<file path="config.mk">
export PLATFORM = sky130hd
export DESIGN_NAME = wdg_top
export DESIGN_NICKNAME = d
export VERILOG_FILES = /design/src/inc/wdg_pkg.sv /design/src/logic/wdg_top.sv /design/src/logic/wdg_prescale.sv /design/src/logic/wdg_feed_seq.sv
export SDC_FILE = /design/constraint.sdc
export NUM_CORES = 1
export LEC_CHECK = 0
export ABC_AREA = 1
export ABC_CLOCK_PERIOD_IN_PS = 2800
export BUFFER_PORTS_ARGS = -buffer_cell sky130_fd_sc_hd__buf_2
export CAP_MARGIN = 20
export CORE_MARGIN = 3
export CORE_UTILIZATION = 55
export CTS_CLUSTER_DIAMETER = 60
export CTS_CLUSTER_SIZE = 8
export DETAILED_ROUTE_END_ITERATION = 12
export HOLD_SLACK_MARGIN = 0.02
export PLACE_DENSITY = 0.79
export SLEW_MARGIN = 20
export SYNTH_ARGS = -nofsm -noshare
export SYNTH_HDL_FRONTEND = slang
export SYNTH_SLANG_ARGS = --single-unit
export TNS_END_PERCENT = 10
</file>
<file path="constraint.sdc">
create_clock -name sys_clk -period 2.8 [get_ports sys_clk]
set_input_delay 0.42 -clock sys_clk [delete_from_list [all_inputs] [get_ports sys_clk]]
set_output_delay 0.42 -clock sys_clk [all_outputs]
set_load 0.005 [all_outputs]
</file>
<file path="src/inc/wdg_pkg.sv">
/*
 * Shared constants and types of the windowed guard timer: register map,
 * field positions, reset values, key values and timing counts.
 * Assumes a 32-bit APB register bus and a 50 MHz sys_clk.
 */
package wdg_pkg;

    // ==========================================================
    // Register byte offsets
    localparam logic [7:0] OFS_MODE = 8'h00;
    localparam logic [7:0] OFS_TIMEOUT = 8'h04;
    localparam logic [7:0] OFS_FEED = 8'h08;
    localparam logic [7:0] OFS_COUNT = 8'h0C;
    localparam logic [7:0] OFS_CLKSEL = 8'h10;
    localparam logic [7:0] OFS_WINDOW = 8'h14;
    localparam logic [7:0] OFS_WARN = 8'h18;
    localparam logic [7:0] OFS_STATUS = 8'h1C;
    localparam logic [7:0] OFS_INTCLR = 8'h20;
    localparam logic [7:0] OFS_INTEN = 8'h24;

    // ==========================================================
    // Field positions
    localparam int MODE_ENABLE_BIT = 0;
    localparam int MODE_RESETEN_BIT = 1;
    localparam int MODE_WINDOWEN_BIT = 2;
    localparam int MODE_WARNEN_BIT = 3;
    localparam int ST_TIMEOUT_BIT = 0;
    localparam int ST_FAULT_BIT = 1;
    localparam int ST_WARN_BIT = 2;
    localparam int ST_CAUSE_BIT = 3;
    localparam int ST_WIDTH = 4;

    // ==========================================================
    // Reset values and limits
    localparam logic [23:0] TIMEOUT_MIN = 24'h0000FF;
    localparam logic [23:0] TIMEOUT_RST = 24'h0000FF;
    localparam logic [23:0] WINDOW_RST = 24'hFFFFFF;
    localparam logic [23:0] WARN_RST = 24'h000000;
    localparam logic [1:0] CLKSEL_RC = 2'h0;
    localparam logic [1:0] CLKSEL_GUARD = 2'h1;
    localparam logic [1:0] CLKSEL_MAIN = 2'h2;

    // ==========================================================
    // Feed keys and timing
    localparam logic [7:0] FEED_KEY_FIRST = 8'hAA;
    localparam logic [7:0] FEED_KEY_SECOND = 8'h55;
    localparam int PRESCALE_DIV = 4;
    localparam int RESET_PULSE_NS = 80;
    localparam int SYS_CLK_HZ = 50000000;
    localparam int RESET_PULSE_CYC = (RESET_PULSE_NS * (SYS_CLK_HZ / 1000000) + 999) / 1000;

    // ==========================================================
    // Types
    typedef struct packed {
        logic warnEn;
        logic windowEn;
        logic resetEn;
        logic enable;
    } wdg_mode_t;

    typedef struct packed {
        logic timeout;
        logic fault;
        logic warn;
        logic cause;
    } wdg_event_t;

endpackage

</file>
<file path="src/logic/wdg_top.sv">
/*
 * Windowed guard timer with APB register slave, sticky interrupt status
 * and a chip reset request output.
 * Assumes rstn comes from pin, power-on and brown-out reset only; the
 * reset request of this block feeds the chip reset controller, so the
 * reset-cause flag survives the reset it causes.
 */
// Design decisions made here: the APB register port and the register offsets.
`timescale 1ns/1ps
module wdg_top #(
    parameter bit WINDOWED = 1'b1
) (
    input wire logic sys_clk,
    input wire logic rstn,
    input wire logic psel,
    input wire logic penable,
    input wire logic pwrite,
    input wire logic [7:0] paddr,
    input wire logic [31:0] pwdata,
    output logic [31:0] prdata,
    output logic pready,
    output logic pslverr,
    input wire logic internalRcOsc,
    input wire logic dedicatedGuardOsc,
    output logic guardIrq,
    output logic guardResetReq
);
    // ==========================================================
    // Declarations
    wdg_pkg::wdg_mode_t modeQ;
    logic [23:0] timeoutQ;
    logic [23:0] windowQ;
    logic [23:0] warnQ;
    logic [23:0] countQ;
    logic [1:0] clkSelQ;
    logic [wdg_pkg::ST_WIDTH-1:0] statusQ;
    logic [wdg_pkg::ST_WIDTH-1:0] intEnQ;
    logic [wdg_pkg::ST_WIDTH-1:0] statusSet;
    logic [wdg_pkg::ST_WIDTH-1:0] statusClr;
    logic [2:0] rstCntQ;
    logic tick;
    logic feedOk;
    logic feedBad;
    logic wrEn;
    logic setupRd;
    logic addrOk;
    logic keyWr;
    logic otherWr;
    logic zeroHit;
    logic faultEv;
    logic expireEv;
    logic warnEv;
    logic earlyFeed;
    logic [23:0] timeoutWr;
    logic [1:0] clkSelWr;

    // ==========================================================
    // APB slave: one wait-free access phase, answer ready at its first edge
    always_comb begin
        unique case (paddr)
            wdg_pkg::OFS_MODE, wdg_pkg::OFS_TIMEOUT, wdg_pkg::OFS_FEED,
            wdg_pkg::OFS_COUNT, wdg_pkg::OFS_CLKSEL, wdg_pkg::OFS_WINDOW,
            wdg_pkg::OFS_WARN, wdg_pkg::OFS_STATUS, wdg_pkg::OFS_INTCLR,
            wdg_pkg::OFS_INTEN: addrOk = 1'b1;
            default: addrOk = 1'b0;
        endcase
    end

    assign setupRd = psel & ~penable;
    assign wrEn = psel & penable & pready & pwrite & ~pslverr;
    assign keyWr = wrEn & (paddr == wdg_pkg::OFS_FEED);
    assign otherWr = wrEn & (paddr != wdg_pkg::OFS_FEED);

    always_ff @(posedge sys_clk or negedge rstn) begin
        if (!rstn) begin
            pready <= 1'b0;
            pslverr <= 1'b0;
            prdata <= 32'h00000000;
        end else begin
            pready <= setupRd;
            pslverr <= setupRd & ~addrOk;
            if (setupRd) begin
                prdata <= 32'h00000000;
                if (!pwrite) begin
                    unique case (paddr)
                        wdg_pkg::OFS_MODE: prdata <= {28'h0000000, modeQ};
                        wdg_pkg::OFS_TIMEOUT: prdata <= {8'h00, timeoutQ};
                        wdg_pkg::OFS_COUNT: prdata <= {8'h00, countQ};
                        wdg_pkg::OFS_CLKSEL: prdata <= {30'h00000000, clkSelQ};
                        wdg_pkg::OFS_WINDOW: prdata <= {8'h00, windowQ};
                        wdg_pkg::OFS_WARN: prdata <= {8'h00, warnQ};
                        wdg_pkg::OFS_STATUS: prdata <= {28'h0000000, statusQ};
                        wdg_pkg::OFS_INTEN: prdata <= {28'h0000000, intEnQ};
                        default: prdata <= 32'h00000000;
                    endcase
                end
            end
        end
    end

    // ==========================================================
    // Configuration registers
    // Short timeouts are raised to the minimum rather than rejected
    assign timeoutWr = (pwdata[23:0] < wdg_pkg::TIMEOUT_MIN) ? wdg_pkg::TIMEOUT_MIN
                                                            : pwdata[23:0];
    // Windowed variant has no main-clock path; that code falls back to RC
    assign clkSelWr = (pwdata[1:0] == wdg_pkg::CLKSEL_MAIN && WINDOWED) ? wdg_pkg::CLKSEL_RC
                    : (pwdata[1:0] > wdg_pkg::CLKSEL_MAIN) ? wdg_pkg::CLKSEL_RC
                    : pwdata[1:0];

    always_ff @(posedge sys_clk or negedge rstn) begin
        if (!rstn) begin
            timeoutQ <= wdg_pkg::TIMEOUT_RST;
            windowQ <= wdg_pkg::WINDOW_RST;
            warnQ <= wdg_pkg::WARN_RST;
            clkSelQ <= wdg_pkg::CLKSEL_RC;
            intEnQ <= '0;
        end else if (wrEn) begin
            unique case (paddr)
                wdg_pkg::OFS_TIMEOUT: timeoutQ <= timeoutWr;
                wdg_pkg::OFS_WINDOW: windowQ <= pwdata[23:0];
                wdg_pkg::OFS_WARN: warnQ <= pwdata[23:0];
                wdg_pkg::OFS_CLKSEL: clkSelQ <= clkSelWr;
                wdg_pkg::OFS_INTEN: intEnQ <= pwdata[wdg_pkg::ST_WIDTH-1:0];
                default: ;
            endcase
        end
    end

    // Enable is set-only from software; an expiry or a fault clears it
    always_ff @(posedge sys_clk or negedge rstn) begin
        if (!rstn) begin
            modeQ <= '0;
        end else begin
            if (wrEn && paddr == wdg_pkg::OFS_MODE) begin
                modeQ.enable <= modeQ.enable | pwdata[wdg_pkg::MODE_ENABLE_BIT];
                modeQ.resetEn <= pwdata[wdg_pkg::MODE_RESETEN_BIT];
                modeQ.windowEn <= pwdata[wdg_pkg::MODE_WINDOWEN_BIT];
                modeQ.warnEn <= pwdata[wdg_pkg::MODE_WARNEN_BIT];
            end
            if (expireEv || faultEv) begin
                modeQ.enable <= 1'b0;
            end
        end
    end

    // ==========================================================
    // Tick source and reload checker
    wdg_prescale #(
        .DIV(wdg_pkg::PRESCALE_DIV)
    ) u_prescale (
        .sys_clk(sys_clk),
        .rstn(rstn),
        .internalRcOsc(internalRcOsc),
        .dedicatedGuardOsc(dedicatedGuardOsc),
        .clkSel(clkSelQ),
        .tick(tick)
    );

    wdg_feed_seq u_feed (
        .sys_clk(sys_clk),
        .rstn(rstn),
        .keyWr(keyWr),
        .otherWr(otherWr),
        .keyData(pwdata[7:0]),
        .feedOk(feedOk),
        .feedBad(feedBad)
    );

    // ==========================================================
    // Down counter and its events
    assign earlyFeed = feedOk & modeQ.windowEn & (countQ > windowQ);
    assign faultEv = modeQ.enable & (feedBad | earlyFeed);
    assign zeroHit = modeQ.enable & tick & (countQ == 24'h000000) & ~feedOk;
    assign expireEv = zeroHit & ~faultEv;
    assign warnEv = modeQ.enable & modeQ.warnEn & tick & ~feedOk
                  & (countQ != 24'h000000) & (countQ - 24'h000001 == warnQ);

    always_ff @(posedge sys_clk or negedge rstn) begin
        if (!rstn) begin
            countQ <= wdg_pkg::TIMEOUT_RST;
        end else if (!modeQ.enable || feedOk || zeroHit) begin
            // Idle, reloaded or expired: counter restarts from the timeout
            countQ <= timeoutQ;
        end else if (tick) begin
            countQ <= countQ - 24'h000001;
        end
    end

    // ==========================================================
    // Chip reset request, held for a fixed pulse
    always_ff @(posedge sys_clk or negedge rstn) begin
        if (!rstn) begin
            rstCntQ <= 3'h0;
            guardResetReq <= 1'b0;
        end else if ((expireEv || faultEv) && modeQ.resetEn) begin
            rstCntQ <= 3'(wdg_pkg::RESET_PULSE_CYC - 1);
            guardResetReq <= 1'b1;
        end else if (rstCntQ != 3'h0) begin
            rstCntQ <= rstCntQ - 3'h1;
        end else begin
            guardResetReq <= 1'b0;
        end
    end

    // ==========================================================
    // Sticky status; a set in the same cycle as its clear wins
    always_comb begin
        statusSet = '0;
        statusSet[wdg_pkg::ST_TIMEOUT_BIT] = expireEv;
        statusSet[wdg_pkg::ST_FAULT_BIT] = faultEv;
        statusSet[wdg_pkg::ST_WARN_BIT] = warnEv;
        statusSet[wdg_pkg::ST_CAUSE_BIT] = (expireEv | faultEv) & modeQ.resetEn;
    end

    assign statusClr = (wrEn && paddr == wdg_pkg::OFS_INTCLR)
                     ? pwdata[wdg_pkg::ST_WIDTH-1:0] : '0;

    always_ff @(posedge sys_clk or negedge rstn) begin
        if (!rstn) begin
            statusQ <= '0;
        end else begin
            statusQ <= (statusQ & ~statusClr) | statusSet;
        end
    end

    // Cause flag is a record, not an interrupt source
    always_ff @(posedge sys_clk or negedge rstn) begin
        if (!rstn) begin
            guardIrq <= 1'b0;
        end else begin
            guardIrq <= |(statusQ & intEnQ & ~(4'h1 << wdg_pkg::ST_CAUSE_BIT));
        end
    end
endmodule

</file>
<file path="src/logic/wdg_prescale.sv">
/*
 * Tick generator: picks the guard tick clock source, synchronises the
 * asynchronous oscillator pins and divides by the fixed prescale ratio.
 * Assumes oscillator inputs well below half the sys_clk rate.
 */
`timescale 1ns/1ps
module wdg_prescale #(
    parameter int DIV = 4
) (
    input wire logic sys_clk,
    input wire logic rstn,
    input wire logic internalRcOsc,
    input wire logic dedicatedGuardOsc,
    input wire logic [1:0] clkSel,
    output logic tick
);
    // ==========================================================
    // Synchronisers, stage 1 is read only by stage 2
    logic [2:0] rcSyncQ;
    logic [2:0] grdSyncQ;
    localparam int DIV_W = $clog2(DIV);
    logic srcEdge;
    logic [DIV_W-1:0] divQ;

    always_ff @(posedge sys_clk or negedge rstn) begin
        if (!rstn) begin
            rcSyncQ <= 3'h0;
            grdSyncQ <= 3'h0;
        end else begin
            rcSyncQ <= {rcSyncQ[1:0], internalRcOsc};
            grdSyncQ <= {grdSyncQ[1:0], dedicatedGuardOsc};
        end
    end

    // Main clock source counts every sys_clk period
    always_comb begin
        unique case (clkSel)
            wdg_pkg::CLKSEL_GUARD: srcEdge = grdSyncQ[1] & ~grdSyncQ[2];
            wdg_pkg::CLKSEL_MAIN: srcEdge = 1'b1;
            default: srcEdge = rcSyncQ[1] & ~rcSyncQ[2];
        endcase
    end

    // ==========================================================
    // Fixed divide by DIV source periods per count
    always_ff @(posedge sys_clk or negedge rstn) begin
        if (!rstn) begin
            divQ <= '0;
            tick <= 1'b0;
        end else begin
            tick <= 1'b0;
            if (srcEdge) begin
                if (divQ == DIV_W'(DIV - 1)) begin
                    divQ <= '0;
                    tick <= 1'b1;
                end else begin
                    divQ <= divQ + 1'b1;
                end
            end
        end
    end
endmodule

</file>
<file path="src/logic/wdg_feed_seq.sv">
/*
 * Reload key checker: two key writes in immediate succession form a
 * valid reload; a wrong key or an intervening write is a bad sequence.
 * Assumes one-cycle write strobes from the register slave.
 */
`timescale 1ns/1ps
module wdg_feed_seq (
    input wire logic sys_clk,
    input wire logic rstn,
    input wire logic keyWr,
    input wire logic otherWr,
    input wire logic [7:0] keyData,
    output logic feedOk,
    output logic feedBad
);
    typedef enum logic {SEQ_IDLE, SEQ_ARMED} wdg_seq_t;
    wdg_seq_t stateQ;

    // ==========================================================
    // Sequence state, outputs are single-cycle pulses
    always_ff @(posedge sys_clk or negedge rstn) begin
        if (!rstn) begin
            stateQ <= SEQ_IDLE;
            feedOk <= 1'b0;
            feedBad <= 1'b0;
        end else begin
            feedOk <= 1'b0;
            feedBad <= 1'b0;
            unique case (stateQ)
                SEQ_IDLE: begin
                    if (keyWr) begin
                        if (keyData == wdg_pkg::FEED_KEY_FIRST) begin
                            stateQ <= SEQ_ARMED;
                        end else begin
                            feedBad <= 1'b1;
                        end
                    end
                end
                SEQ_ARMED: begin
                    stateQ <= SEQ_IDLE;
                    if (keyWr) begin
                        feedOk <= (keyData == wdg_pkg::FEED_KEY_SECOND);
                        feedBad <= (keyData != wdg_pkg::FEED_KEY_SECOND);
                    end else if (otherWr) begin
                        // Any other register write breaks the pair
                        feedBad <= 1'b1;
                    end else begin
                        stateQ <= SEQ_ARMED;
                    end
                end
            endcase
        end
    end
endmodule

</file>
# Word level (Yosys, flattened, before mapping)
# Index checks and enable logic that the tools add are counted.
[op_classes]
add_sub_neg = 3
magnitude_cmp = 3
n_eq_ne = 19
n_mux = 31
bitwise = 38
reduce_logical = 21
[op_table]
columns = ["op", "n"]
rows = [
  ["$pmux 24 s8", 1],
  ["$mux 24", 4],
  ["$eq 8x5->1 const B", 4],
  ["$eq 24x24->1", 1],
  ["$gt 24x24->1", 1],
  ["$logic_not 24->1", 1],
  ["$lt 24x8->1 const B", 1],
  ["$reduce_bool 24->1", 1],
  ["$sub 24x1->24 const B", 1],
  ["$and 1x1->1", 23],
  ["$mux 1", 17],
  ["$eq 8x4->1 const B", 2],
  ["$eq 8x6->1 const B", 2],
  ["$reduce_and 2->1", 5],
  ["$reduce_or 10->1", 1],
  ["$eq 8x3->1 const B", 1],
  ["$eq 8x7->1 const B", 1],
  ["$eq 8x8->1 const B", 1],
  ["$logic_not 8->1", 1],
  ["$ne 8x4->1 const B", 1],
  ["$ne 8x7->1 const B", 1],
  ["$not 1->1", 8],
  ["$eq 2x2->1 const B", 3],
  ["$mux 2", 3],
  ["19 further kinds", 30],
]
[totals]
ff_bits = 161
input_bits = 47
output_inout_bits = 36
word_cells = 139

# Logic depth before layout (Yosys ltp)
# Gate-level depths: netlist (run 1).
[logic_depth]
depth_word = 9
mapped_depth = 19
ltp_nobuf = 19

# Hierarchy
# A second synthesis (run 1) with hierarchy kept.
[hier_totals]
cells_unflattened = 1108
hier_area_um2 = 8867.3
[by_module_without_submodules]
columns = ["mod", "n_inst", "cells_each", "area_each_um2", "seq_area_each_um2"]
rows = [
  ["wdg_top", 1, 1040, 8306.7, 3578.4],
  ["wdg_prescale", 1, 30, 341.6, 225.2],
  ["wdg_feed_seq", 1, 38, 219.0, 75.1],
]

# Least setup slack after synthesis (run 1)
# OpenSTA, ideal clock, no wires.
[synth_timing]
path_kind = "reg-to-reg"
start = "register windowQ[23]"
end = "register rstCntQ[0]"
setup_ns = 0.116
arrival_time_ns = 1.884
t_required_ns = 2.684
path_slack_ns = 0.800
stages_incl_launch_ff = 16
period_less_slack_ns = 2.000
path_cell_list = "dfstp_2 -> inv_1 -> ha_1 -> nand2_1 -> nor2_1 -> nand2_1 -> nor3_1 -> a21oi_1 -> nand2_1 -> nand2_1 -> nand2_1 -> nand2_1 -> nand2_1 -> nand2_1 -> nand2_1 -> nand2_1"
[synth_between]
elab_chain_cells = 9
elab_cells_between_ends = 10
[synth_rtl]
columns = ["item", "line_no", "source"]
rows = [
  ["start: declaration", "wdg_top.sv:32", "logic [23:0] windowQ;"],
  ["start signal: assignment", "wdg_top.sv:114", "windowQ <= wdg_pkg::WINDOW_RST;"],
  ["start signal: assignment", "wdg_top.sv:121", "wdg_pkg::OFS_WINDOW: windowQ <= pwdata[23:0];"],
  ["$gt 24x24->1 (*)", "wdg_top.sv:172", "assign earlyFeed = feedOk & modeQ.windowEn & (countQ > windowQ);"],
  ["$and 1x1->1 (*)", "wdg_top.sv:172", ""],
  ["$or 1x1->1 (*)", "wdg_top.sv:173", "assign faultEv = modeQ.enable & (feedBad | earlyFeed);"],
  ["$and 1x1->1 (*)", "wdg_top.sv:173", ""],
  ["$not 1->1", "wdg_top.sv:175", "assign expireEv = zeroHit & ~faultEv;"],
  ["$and 1x1->1", "wdg_top.sv:175", ""],
  ["$logic_or 1x1->1 (*)", "wdg_top.sv:196", "end else if ((expireEv || faultEv) && modeQ.resetEn) begin"],
  ["$logic_and 1x1->1 (*)", "wdg_top.sv:196", ""],
  ["$mux 3 / $reduce_bool 2->1 (equally long branches)", "-", ""],
  ["end signal: assignment", "wdg_top.sv:197", "rstCntQ <= 3'(wdg_pkg::RESET_PULSE_CYC - 1);"],
  ["end signal: assignment", "wdg_top.sv:200", "rstCntQ <= rstCntQ - 3'h1;"],
  ["end: declaration", "wdg_top.sv:40", "logic [2:0] rstCntQ;"],
]
# Every way passes the cells marked *; elsewhere a longest branch is shown, timed or not.
# A chain may end at the register's enable or synchronous reset.

# Worst setup path in the final report (run 1)
[layout_timing]
start = "register windowQ[23]"
end = "register rstCntQ[1]"
# The elaborated chain is that of the path after synthesis.

==> results.md, run 1 <==
* Commonest non-fill, non-tap cell in the layout: nand2_1
* Antenna violations before repair at 0
* Routed Antenna Nets at 0
* Synth top area cells: dfrtp_1 32%, nand2_1 12%, dfstp_2 12%
* Antenna Cells at 0
* CTS tree: yes
* Vias per cell at ~5.6
* DR iter-0 viols at just under 800
* Final Hold Fails at 0
* Yosys warning count at 0
* Slew Viols, Final at 0
* Status: complete, no violations
* HPWL after DPL at ~17,000 um
* Sequential-to-total area share from yosys stat at between 40% and 50%
* Final worst path period share at between 80% and 90%
* Die width at around 130 um
* Die height at around 130 um
* CP most frequent cell: nand2_1
* Crit path time final at between 2 and 2.5 ns
* Cell taking the most area after synthesis: dfrtp_1
* First-pass GRT wire length at between 30,000 and 40,000 um
* Crit end category: flip-flop
* Most frequent cells in the layout: 289 x nand2_1, 150 x inv_1, 113 x dfrtp_1
* Post-synth top area share at between 30% and 40%
* Max-slew headroom at ~58%
* Drt total wl at about 24,000 um
* Fill cells at about 1,400
* Post-CTS setup buffer count at 0
* DRC Markers at 0
* Max cap viols at 0
* RSZ-0062 raised after global routing: no
* Fin nets at between 1,000 and 1,500
* Die area at 0.0177 mm2
* Final TNS setup at 0 ns
* Max frequency at between 400 and 500 MHz
* Area delta synth->final at 13.7%
* Routability cong. at 0.941
* Yosys reg bits at 153
* Total gr overflow at 0
* Worst Skew at 0.00989 ns
* Core Rows at 45
* CTS root buf: clkbuf_16
* H-tree depth at 4
* Slowest-stage cell, CP: dfstp_2
* Synthesized area at just under 0.009 mm2
* Router iterations before antenna repair at 5
* Worst-path fanout max at 6
* Critical path class: reg2reg
* I/O Pins at slightly above 80
* Arr. time, crit path at about 2.7 ns
* Num CTS Buffers at 17
* # clock sinks at about 150
* Mapped Avg Cell Area at between 7 and 8 um2
* Max clock buf depth at 2
* Vias at around 7,800
* Clock transition at the registers of the reported paths at roughly 0.060 ns
* Crit start category: flip-flop
* Power Density at 745 mW/mm2
* Post_cts resized at 0
* Worst Hold Class: in2reg
* IO buf count at 66
* Critical path data required time at roughly 3.1 ns
* Pleak at between 4 and 5 nW
* Clk_lat worst skew at approximately 0.44 ns
* CP cell instances: inv_1 -> ha_1 -> nand2_1 -> nor2_1 -> nand2_1 -> nor3_1 -> a21oi_1 -> nand2_1 -> nand2_1 -> nand2_1 -> nand2_1 -> nand2_1 -> nand2_1 -> nand2_1 -> nand2_1
* Setup slack, reg-to-reg at 0.39 ns
* Actual slew at the worst max-slew pin at 0.629 ns
* Final setup fails at 0
* Initial core utilization at a little under three fifths
* Vias in the first global route at about 7,600
* Total GRT Usage at roughly 28%
* Placeable Area at roughly 0.015 mm2
* Largest net degree at the start of global routing at 67
* Post-synthesis instance total at 1,109
* WL/cell at approximately 17 um
* Max incr delay on CP at approximately 0.54 ns
* Max VDD drop at 0.000555 V
* Post-layout power at approximately 7.5 mW
* Yosys cell types at 48
* Layout cell share with drive strength beyond 1 at a little under a fifth
metrics by stage:
| step | cell area (um2) | hold WS (ns) | utilization, % | std cells | worst slack [ns] |
|---|---|---|---|---|---|
| after detailed placement | 9430 | 0.335 | 60.9 | 1375 | 0.415 |
| final | 10100 | 0.0907 | 65.1 | 1408 | 0.391 |
| after global placement | 9430 | 0.332 | 60.9 | 1375 | 0.463 |
| after global routing | 10100 | 0.0781 | 65.1 | 1408 | 0.119 |
| after floorplan | 8890 | 0.124 | - | 1116 | 0.800 |
| after CTS | 10100 | 0.0754 | 65.1 | 1408 | 0.393 |
cells by family after synthesis:
| group | after synthesis | synth area share (%) |
|---|---|---|
| xor gates and xnor gates | 21 | 2.70 |
| and+or+nand+nor | 469 | 24.3 |
| muxes | 1 | 0.127 |
| adders and majority gates | 31 | 4.38 |
| other | 1 | 0.0423 |
| buffers and inverters | 204 | 9.68 |
| AOI/OAI and AO/OA | 229 | 15.0 |
| DFF | 153 | 43.8 |
Yosys cell counts, drive strengths merged:
cell type    n
and2         1
mux2         1
buf         25
a21o         2
inv        162
o211ai      13
clkinv       3
nand3b       2
conb         1
nand2      303
nor2        87
a22o         1
o2111ai      2
o21ai      131
o22ai       24
dfrtp      113
dfstp       40
nor3        12
nand3       41
xor2        16
o21a         1
nor4         8
a21oi       21
xnor3        4
xnor2        1
nand4       15
clkbuf      14
ha          31
a221oi      18
a31oi       12
o221ai       3
a32o         1
cell type report:
| class | instances | area [um2] | area share (%) |
|---|---|---|---|
| clock buffers | 19 | 453 | 4.49 |
| multi-input cells | 759 | 4150 | 41.2 |
| well taps | 211 | 264 | 2.62 |
| repair buffers | 88 | 517 | 5.13 |
| clock inverters | 13 | 194 | 1.92 |
| flip-flops and latches | 153 | 3880 | 38.5 |
| inverters | 165 | 622 | 6.17 |
routing by layer:
layer / global-route usage, % / part of all wire [%] / vias up
li1: - / - / 3778
met1: 38.9 / 44 / 3723
met2: 43.9 / 47 / 285
met3: 5.32 / 6.9 / 48
met4: 10.0 / 2.4 / 0
met5: 0 / 0 / -
worst max-delay path, delay by kind of cell (launching register included):
kind	cells	cell delay (ns)
buffers and inverters	1	0.04
AND/OR/NAND/NOR	12	1.32
flip-flops	1	0.54
AO/OA/AOI/OAI	1	0.11
adder cells (fa/ha/maj)	1	0.29
path summary, 6_finish.rpt:
kind	startpoint	depth (start not counted)	to
max reg2reg	windowQ[23]	15	rstCntQ[1]
max in group asynchronous	rstn	3	windowQ[17]
min in group asynchronous	rstn	2	guardIrq
min	dedicatedGuardOsc	1	u_prescale.grdSyncQ[0]
min reg2reg	u_prescale.rcSyncQ[0]	0	u_prescale.rcSyncQ[1]
max	windowQ[23]	15	rstCntQ[1]
what timing repair did:
item | CTS | global route
hold buffers | 1 | 0
endpoints found under the setup margin | 0 | 0
hold endpoints to repair | 57 | 0
state kept, by name (all words and copies together), names as in the netlist, 4 cells and up:
| name | cells |
|---|---|
| statusQ | 4 |
| intEnQ | 4 |
| warnQ | 24 |
| prdata | 24 |
| countQ | 24 |
| timeoutQ | 24 |
| windowQ | 24 |
| modeQ | 4 |
power by group:
| part | leakage (nW) | internal (mW) | total [mW] | switching, mW |
|---|---|---|---|---|
| combinational | 2.53 | 0.836 | 2.26 | 1.42 |
| sequential | 1.86 | 2.45 | 2.74 | 0.289 |
| clock | 0.302 | 1.55 | 2.51 | 0.961 |
Power figures use the tool's default switching activity.
==> inputs of run 2 (changes only) <==
--- a/config.mk
+++ b/config.mk
@@ -16,6 +16,7 @@
 export DETAILED_ROUTE_END_ITERATION = 12
 export HOLD_SLACK_MARGIN = 0.02
 export PLACE_DENSITY = 0.79
+export RECOVER_POWER = 25
 export SLEW_MARGIN = 20
 export SYNTH_ARGS = -nofsm -noshare
 export SYNTH_HDL_FRONTEND = slang
==> run 2 against run 1 <==
  * The run now ends with capacitance limit, slew limit left
  * Non-clock buffer count unchanged
  * Die area unchanged
  * Clock skew about the same
  * Core utilization about the same
  * Highest routed layer unchanged
==> results.md, run 2 (synthesized netlist as in run 1, its figures left out) <==
* Status: complete, but fails checks
* Violated checks: capacitance limit, slew limit
* CTS tree: yes
* RSZ-0062 raised after global routing: no
* Num CTS Buffers at 17
* Max VDD drop at 0.000555 V
* Dpl cell area at between 0.009 and 0.01 mm2
* Post-CTS setup buffer count at 0
* Max-slew headroom at -13.3%
* Sw frac at a little over a third
* Routed Antenna Nets at 0
* Combinational group share of total power at between 30% and 40%
* Final setup fails at 0
* Crit path time final at 2.41 ns
* Crit end category: flip-flop
* Die height at between 100 and 150 um
* CP most frequent cell: nand2_1
* Pleak at between 4 and 5 nW
* Clk_lat worst skew at between 0.4 and 0.5 ns
* DR iter-0 viols at 774
* Fill cells at around 1,400
* Drt total wl at ~24,000 um
* Vias at a little under 8,000
* HPWL after DPL at between 15,000 and 20,000 um
* Antenna violations before repair at 0
* Final TNS setup at 0 ns
* Arr. time, crit path at approximately 2.7 ns
* Power Density at around 750 mW/mm2
* # clock sinks at 153
* Critical path class: reg2reg
* First-pass GRT wire length at between 30,000 and 40,000 um
* IO buf count at 66
* Fin nets at about 1,300
* Die width at around 130 um
* CP cell instances: inv_1 -> ha_1 -> nand2_1 -> nor2_1 -> nand2_1 -> nor3_1 -> a21oi_1 -> nand2_1 -> nand2_1 -> nand2_1 -> nand2_1 -> nand2_1 -> nand2_1 -> nand2_1 -> nand2_1
* Critical path data required time at around 3.1 ns
* Die area at 0.0177 mm2
* Int Power at approximately 4.8 mW
* Core Rows at 45
* Vias per cell at 5.56
* Flop pwr share at between 30% and 40%
* Crit start category: flip-flop
* I/O Pins at 83
* Vias in the first global route at about 7,600
* DRC Markers at 0
* Final instance area at 0.0101 mm2
* Slew Viols, Final at 66
* Largest net degree at the start of global routing at 67
* Total GRT Usage at between 20% and 30%
* Most frequent cells in the layout: 289 x nand2_1, 151 x inv_1, 113 x dfrtp_1
* Area delta synth->final at 13.6%
* Clk pwr share at between 30 and 40%
* Worst Skew at just under 0.01 ns
* H-tree depth at 4
* Initial core utilization at between 50% and 60%
* Reg2reg start: windowQ[23]
* Slowest-stage cell, CP: dfstp_2
* Max incr delay on CP at 0.54 ns
* Antenna Cells at 0
* Max cap viols at 1
* CTS root buf: clkbuf_16
* Final worst path period share at a little under nine tenths
* Routability cong. at ~0.94
* Clock transition at the registers of the reported paths at 0.06 ns
* Max clock buf depth at 2
* Actual slew at the worst max-slew pin at between 1.5 and 2 ns
* Commonest non-fill, non-tap cell in the layout: nand2_1
* Worst Hold Class: in2reg
* Total gr overflow at 0
* Router iterations before antenna repair at 5
* WL/cell at around 17 um
* Placeable Area at 0.0155 mm2
* Max frequency at roughly 420 MHz
* Hold Path Origin: dedicatedGuardOsc
* Final Hold Fails at 0
* Critical path startpoint: windowQ[23]
* Worst-path fanout max at 6
* Post-layout power at 7.51 mW
* Layout cell share with drive strength beyond 1 at between 10% and 20%
* Sw Pwr at about 2.7 mW
[run 2: cell types whose count changed in the layout (fill, tap and decap cells not counted), sizes merged]
cell / before / now
clkbuf: 19 / 21
buf: 87 / 85
[run 2: cell type report]
cell class | count | area [um2] | area share, %
multi-input cells | 759 | 4150 | 41.2
flip-flops and latches | 153 | 3880 | 38.5
inverters | 165 | 622 | 6.17
repair buffers | 88 | 509 | 5.05
clock buffers | 19 | 453 | 4.50
well taps | 211 | 264 | 2.62
clock inverters | 13 | 194 | 1.92
[run 2: what timing repair did]
action,CTS,global route
hold endpoints to repair,57,0
hold buffers,1,0
gates resized for setup,0,0
[run 2: final timing paths]
check                           slack [ns]  cells past startpoint                      to
worst max-delay path                  0.39                     15              rstCntQ[1]
worst min-delay path                  0.09                      1  u_prescale.grdSyncQ[0]
worst max register to register        0.39                     15              rstCntQ[1]
worst min register to register        0.35                      0   u_prescale.rcSyncQ[1]
max in group asynchronous             0.65                      3             windowQ[19]
min in group asynchronous             0.97                      2   u_prescale.rcSyncQ[2]
[run 2: worst max-delay path, delay by kind of cell (launching register included)]
kind / cells / cell delay [ns]
buf+inv: 1 / 0.04
fa+ha+maj: 1 / 0.29
flops: 1 / 0.54
simple gates: 12 / 1.32
compound gates: 1 / 0.11
[run 2: stage by stage]
stage	std cells	util, %	hold WS, ns	setup WS (ns)
2_1_floorplan	1116	-	0.124	0.800
3_3_place_gp	1375	60.9	0.332	0.463
3_5_place_dp	1375	60.9	0.335	0.415
4_1_cts	1408	65.1	0.0754	0.393
5_1_grt	1408	65.1	0.0781	0.119
6_report	1408	65.1	0.0906	0.391
[run 2: metal layers]
layer,share of wire [%],wire length (um),GRT usage (%),vias up
met2,47,11200,43.9,288
met3,6.9,1660,5.32,48
met5,0,0,0,-
li1,-,-,-,3774
met1,44,10600,38.9,3722
met4,2.3,559,10.0,0
[run 2: power groups by stage]
stage	Sequential [mW]	Combinational (mW)	Clock, mW
global route	2.77	2.57	2.63
detailed placement	2.77	2.22	0
finish	2.74	2.26	2.51
global placement	2.76	2.16	0
CTS	2.73	2.24	2.53
floorplan	2.70	1.74	0
==> inputs of run 3 (changes only) <==
--- a/config.mk
+++ b/config.mk
@@ -9,6 +9,7 @@
 export ABC_CLOCK_PERIOD_IN_PS = 2800
 export BUFFER_PORTS_ARGS = -buffer_cell sky130_fd_sc_hd__buf_2
 export CAP_MARGIN = 20
+export CORE_ASPECT_RATIO = 0.9
 export CORE_MARGIN = 3
 export CORE_UTILIZATION = 55
 export CTS_CLUSTER_DIAMETER = 60
==> run 3 against run 2 <==
  * Clock skew is 0.0017 ns higher
  * Combinational power hardly changed
  * Highest routed layer unchanged
  * The run now ends clean
  * Clock-buffer cell count is 1 lower
  * Sequential power hardly changed
  * First-iteration DRC count is 0.52% higher
==> results.md, run 3 (synthesized netlist as in run 1, its figures left out) <==
* R2R depth at 15
* Pre-CTS WS at 0.383 ns
* Drt total wl at ~25,000 um
* Die height at approximately 130 um
* Placeable Area at 0.0156 mm2
* Int Power at about 4.9 mW
* Final setup fails at 0
* First-pass GRT wire length at 39,400 um
* Commonest non-fill, non-tap cell in the layout: nand2_1
* Router iterations before antenna repair at 6
* CP cell instances: inv_1 -> ha_1 -> nand2_1 -> nor2_1 -> nand2_1 -> nor3_1 -> a21oi_1 -> nand2_1 -> nand2_1 -> nand2_1 -> nand2_1 -> nand2_1 -> nand2_1 -> nand2_1 -> nand2_1
* Sw frac at roughly 36%
* Post-layout power at ~7.6 mW
* Vias in the first global route at around 7,600
* Post-CTS setup buffer count at 0
* Clk pwr share at approximately 34%
* Sw Pwr at roughly 2.7 mW
* Worst hold path cell count at 1
* Max-slew headroom at a little over a tenth
* Fill cells at around 1,300
* CTS root buf: clkbuf_16
* Pleak at 4.71 nW
* Vias per cell at 5.76
* Worst r2r dst: rstCntQ[1]
* Most frequent cells in the layout: 289 x nand2_1, 150 x inv_1, 113 x dfrtp_1
* Core Rows at 43
* Max clock buf depth at 2
* Reg2reg start: windowQ[21]
* Antenna violations before repair at 0
* Dpl cell area at 0.00943 mm2
* Fin nets at approximately 1,300
* Slowest-stage cell, CP: dfstp_2
* Routability cong. at 0.939
* Antenna Cells at 0
* Total GRT Usage at between 20 and 30%
* Setup crit end: rstCntQ[1]
* DR iter-0 viols at 778
* Critical path startpoint: windowQ[21]
* Die width at 140 um
* DRC Markers at 0
* Worst Skew at about 0.012 ns
* Levels on crit path at 15
* Actual slew at the worst max-slew pin at ~1.3 ns
* I/O Pins at between 80 and 90
* IO buf count at 66
* Fin util at approximately 65%
* Max incr delay on CP at 0.53 ns
* Initial core utilization at roughly 57%
* Largest net degree at the start of global routing at 57
* Vias at roughly 8,100
* Flop pwr share at between 30% and 40%
* Max cap viols at 0
* Final worst path period share at a little under 90%
* Worst Setup Slack, final at 0.351 ns
* H-tree depth at 4
* CP delay by family, top: simple AND/OR/NAND/NOR gates
* Total gr overflow at 0
* Die area at about 0.018 mm2
* CTS tree: yes
* RSZ-0062 raised after global routing: no
* Final instance area at about 0.010 mm2
* Max VDD drop at between 0.0005 and 0.0006 V
* Crit end category: flip-flop
* Max frequency at just over 400 MHz
* CP most frequent cell: nand2_1
* HPWL after DPL at 17,800 um
* Final Hold Fails at 0
* Critical path class: reg2reg
* Critical path data required time at about 3.1 ns
* WL/cell at about 18 um
* Combinational group share of total power at 30.0%
* Layout cell share with drive strength beyond 1 at a little under a fifth
* CP bufs+invs at 1
* Crit start category: flip-flop
* Power Density at between 700 and 800 mW/mm2
* Worst Hold Class: in2reg
* Status: complete, no violations
* Worst-path fanout max at 6
* Routed Antenna Nets at 0
* Setup slack, reg-to-reg at 0.35 ns
* Num CTS Buffers at 17
* Clock transition at the registers of the reported paths at approximately 0.060 ns
* # clock sinks at 153
* Final TNS setup at 0 ns
* Crit path time final at between 2 and 2.5 ns
* Arr. time, crit path at about 2.8 ns
* Area delta synth->final at 13.7%
* Clk_lat worst skew at about 0.44 ns
* Slew Viols, Final at 0
-- run 3: cell types whose count changed in the layout (fill, tap and decap cells not counted), sizes merged --
cell / before / now
bufinv: 4 / 5
clkinvlp: 4 / 1
clkbuf: 21 / 20
clkinv: 7 / 9
inv: 163 / 164
-- run 3: worst min-delay path by stage --
stage | from | end | slack [ns]
floorplan | rstn | clkSelQ[0] | 0.12
global route | dedicatedGuardOsc | u_prescale.grdSyncQ[0] | 0.08
detailed placement | u_prescale.rcSyncQ[0] | u_prescale.rcSyncQ[1] | 0.34
CTS | internalRcOsc | u_prescale.rcSyncQ[0] | 0.09
finish | internalRcOsc | u_prescale.rcSyncQ[0] | 0.09
global placement | u_prescale.grdSyncQ[0] | u_prescale.grdSyncQ[1] | 0.33
-- run 3: power groups by stage --
stage,clock network [mW],registers (mW),logic (mW)
floorplan,0,2.70,1.74
global placement,0,2.76,2.17
detailed placement,0,2.76,2.23
CTS,2.59,2.73,2.25
global route,2.70,2.77,2.56
finish,2.58,2.74,2.28
-- run 3: through the flow --
| step | hold slack [ns] | instances |
|---|---|---|
| global placement | 0.331 | 1366 |
| detailed placement | 0.339 | 1366 |
| floorplan | 0.124 | 1116 |
| finish | 0.0941 | 1399 |
| global route | 0.0829 | 1399 |
| CTS | 0.0902 | 1399 |
-- run 3: final cells by class --
type                    count  area [um2]  share of cell area [%]
clock buffers              18         439                    4.36
clock inverters            14         220                    2.19
inverters                 165         622                    6.17
multi-input cells         759        4150                    41.2
flip-flops and latches    153        3880                    38.5
well taps                 202         253                    2.51
repair buffers             88         510                    5.07
-- run 3: timing repair --
| item | 4_1_cts | 5_1_grt |
|---|---|---|
| hold buffers | 1 | 0 |
| gates resized for setup | 0 | 0 |
| hold endpoints to repair | 44 | 0 |
-- run 3: worst register-to-register path, delay by kind of cell (launching register included) --
kind	cells	cell delay [ns]
adders and majority gates	1	0.30
AOI/OAI and AO/OA	1	0.11
and+or+nand+nor	12	1.35
buffers and inverters	1	0.06
DFF	1	0.53
-- run 3: routing by layer --
layer	vias to the layer above	wire length, um	GRT usage (%)
li1	3788	-	-
met4	0	640	9.23
met2	400	11100	43.7
met5	-	0	0
met1	3818	10500	39.4
met3	57	2300	6.11
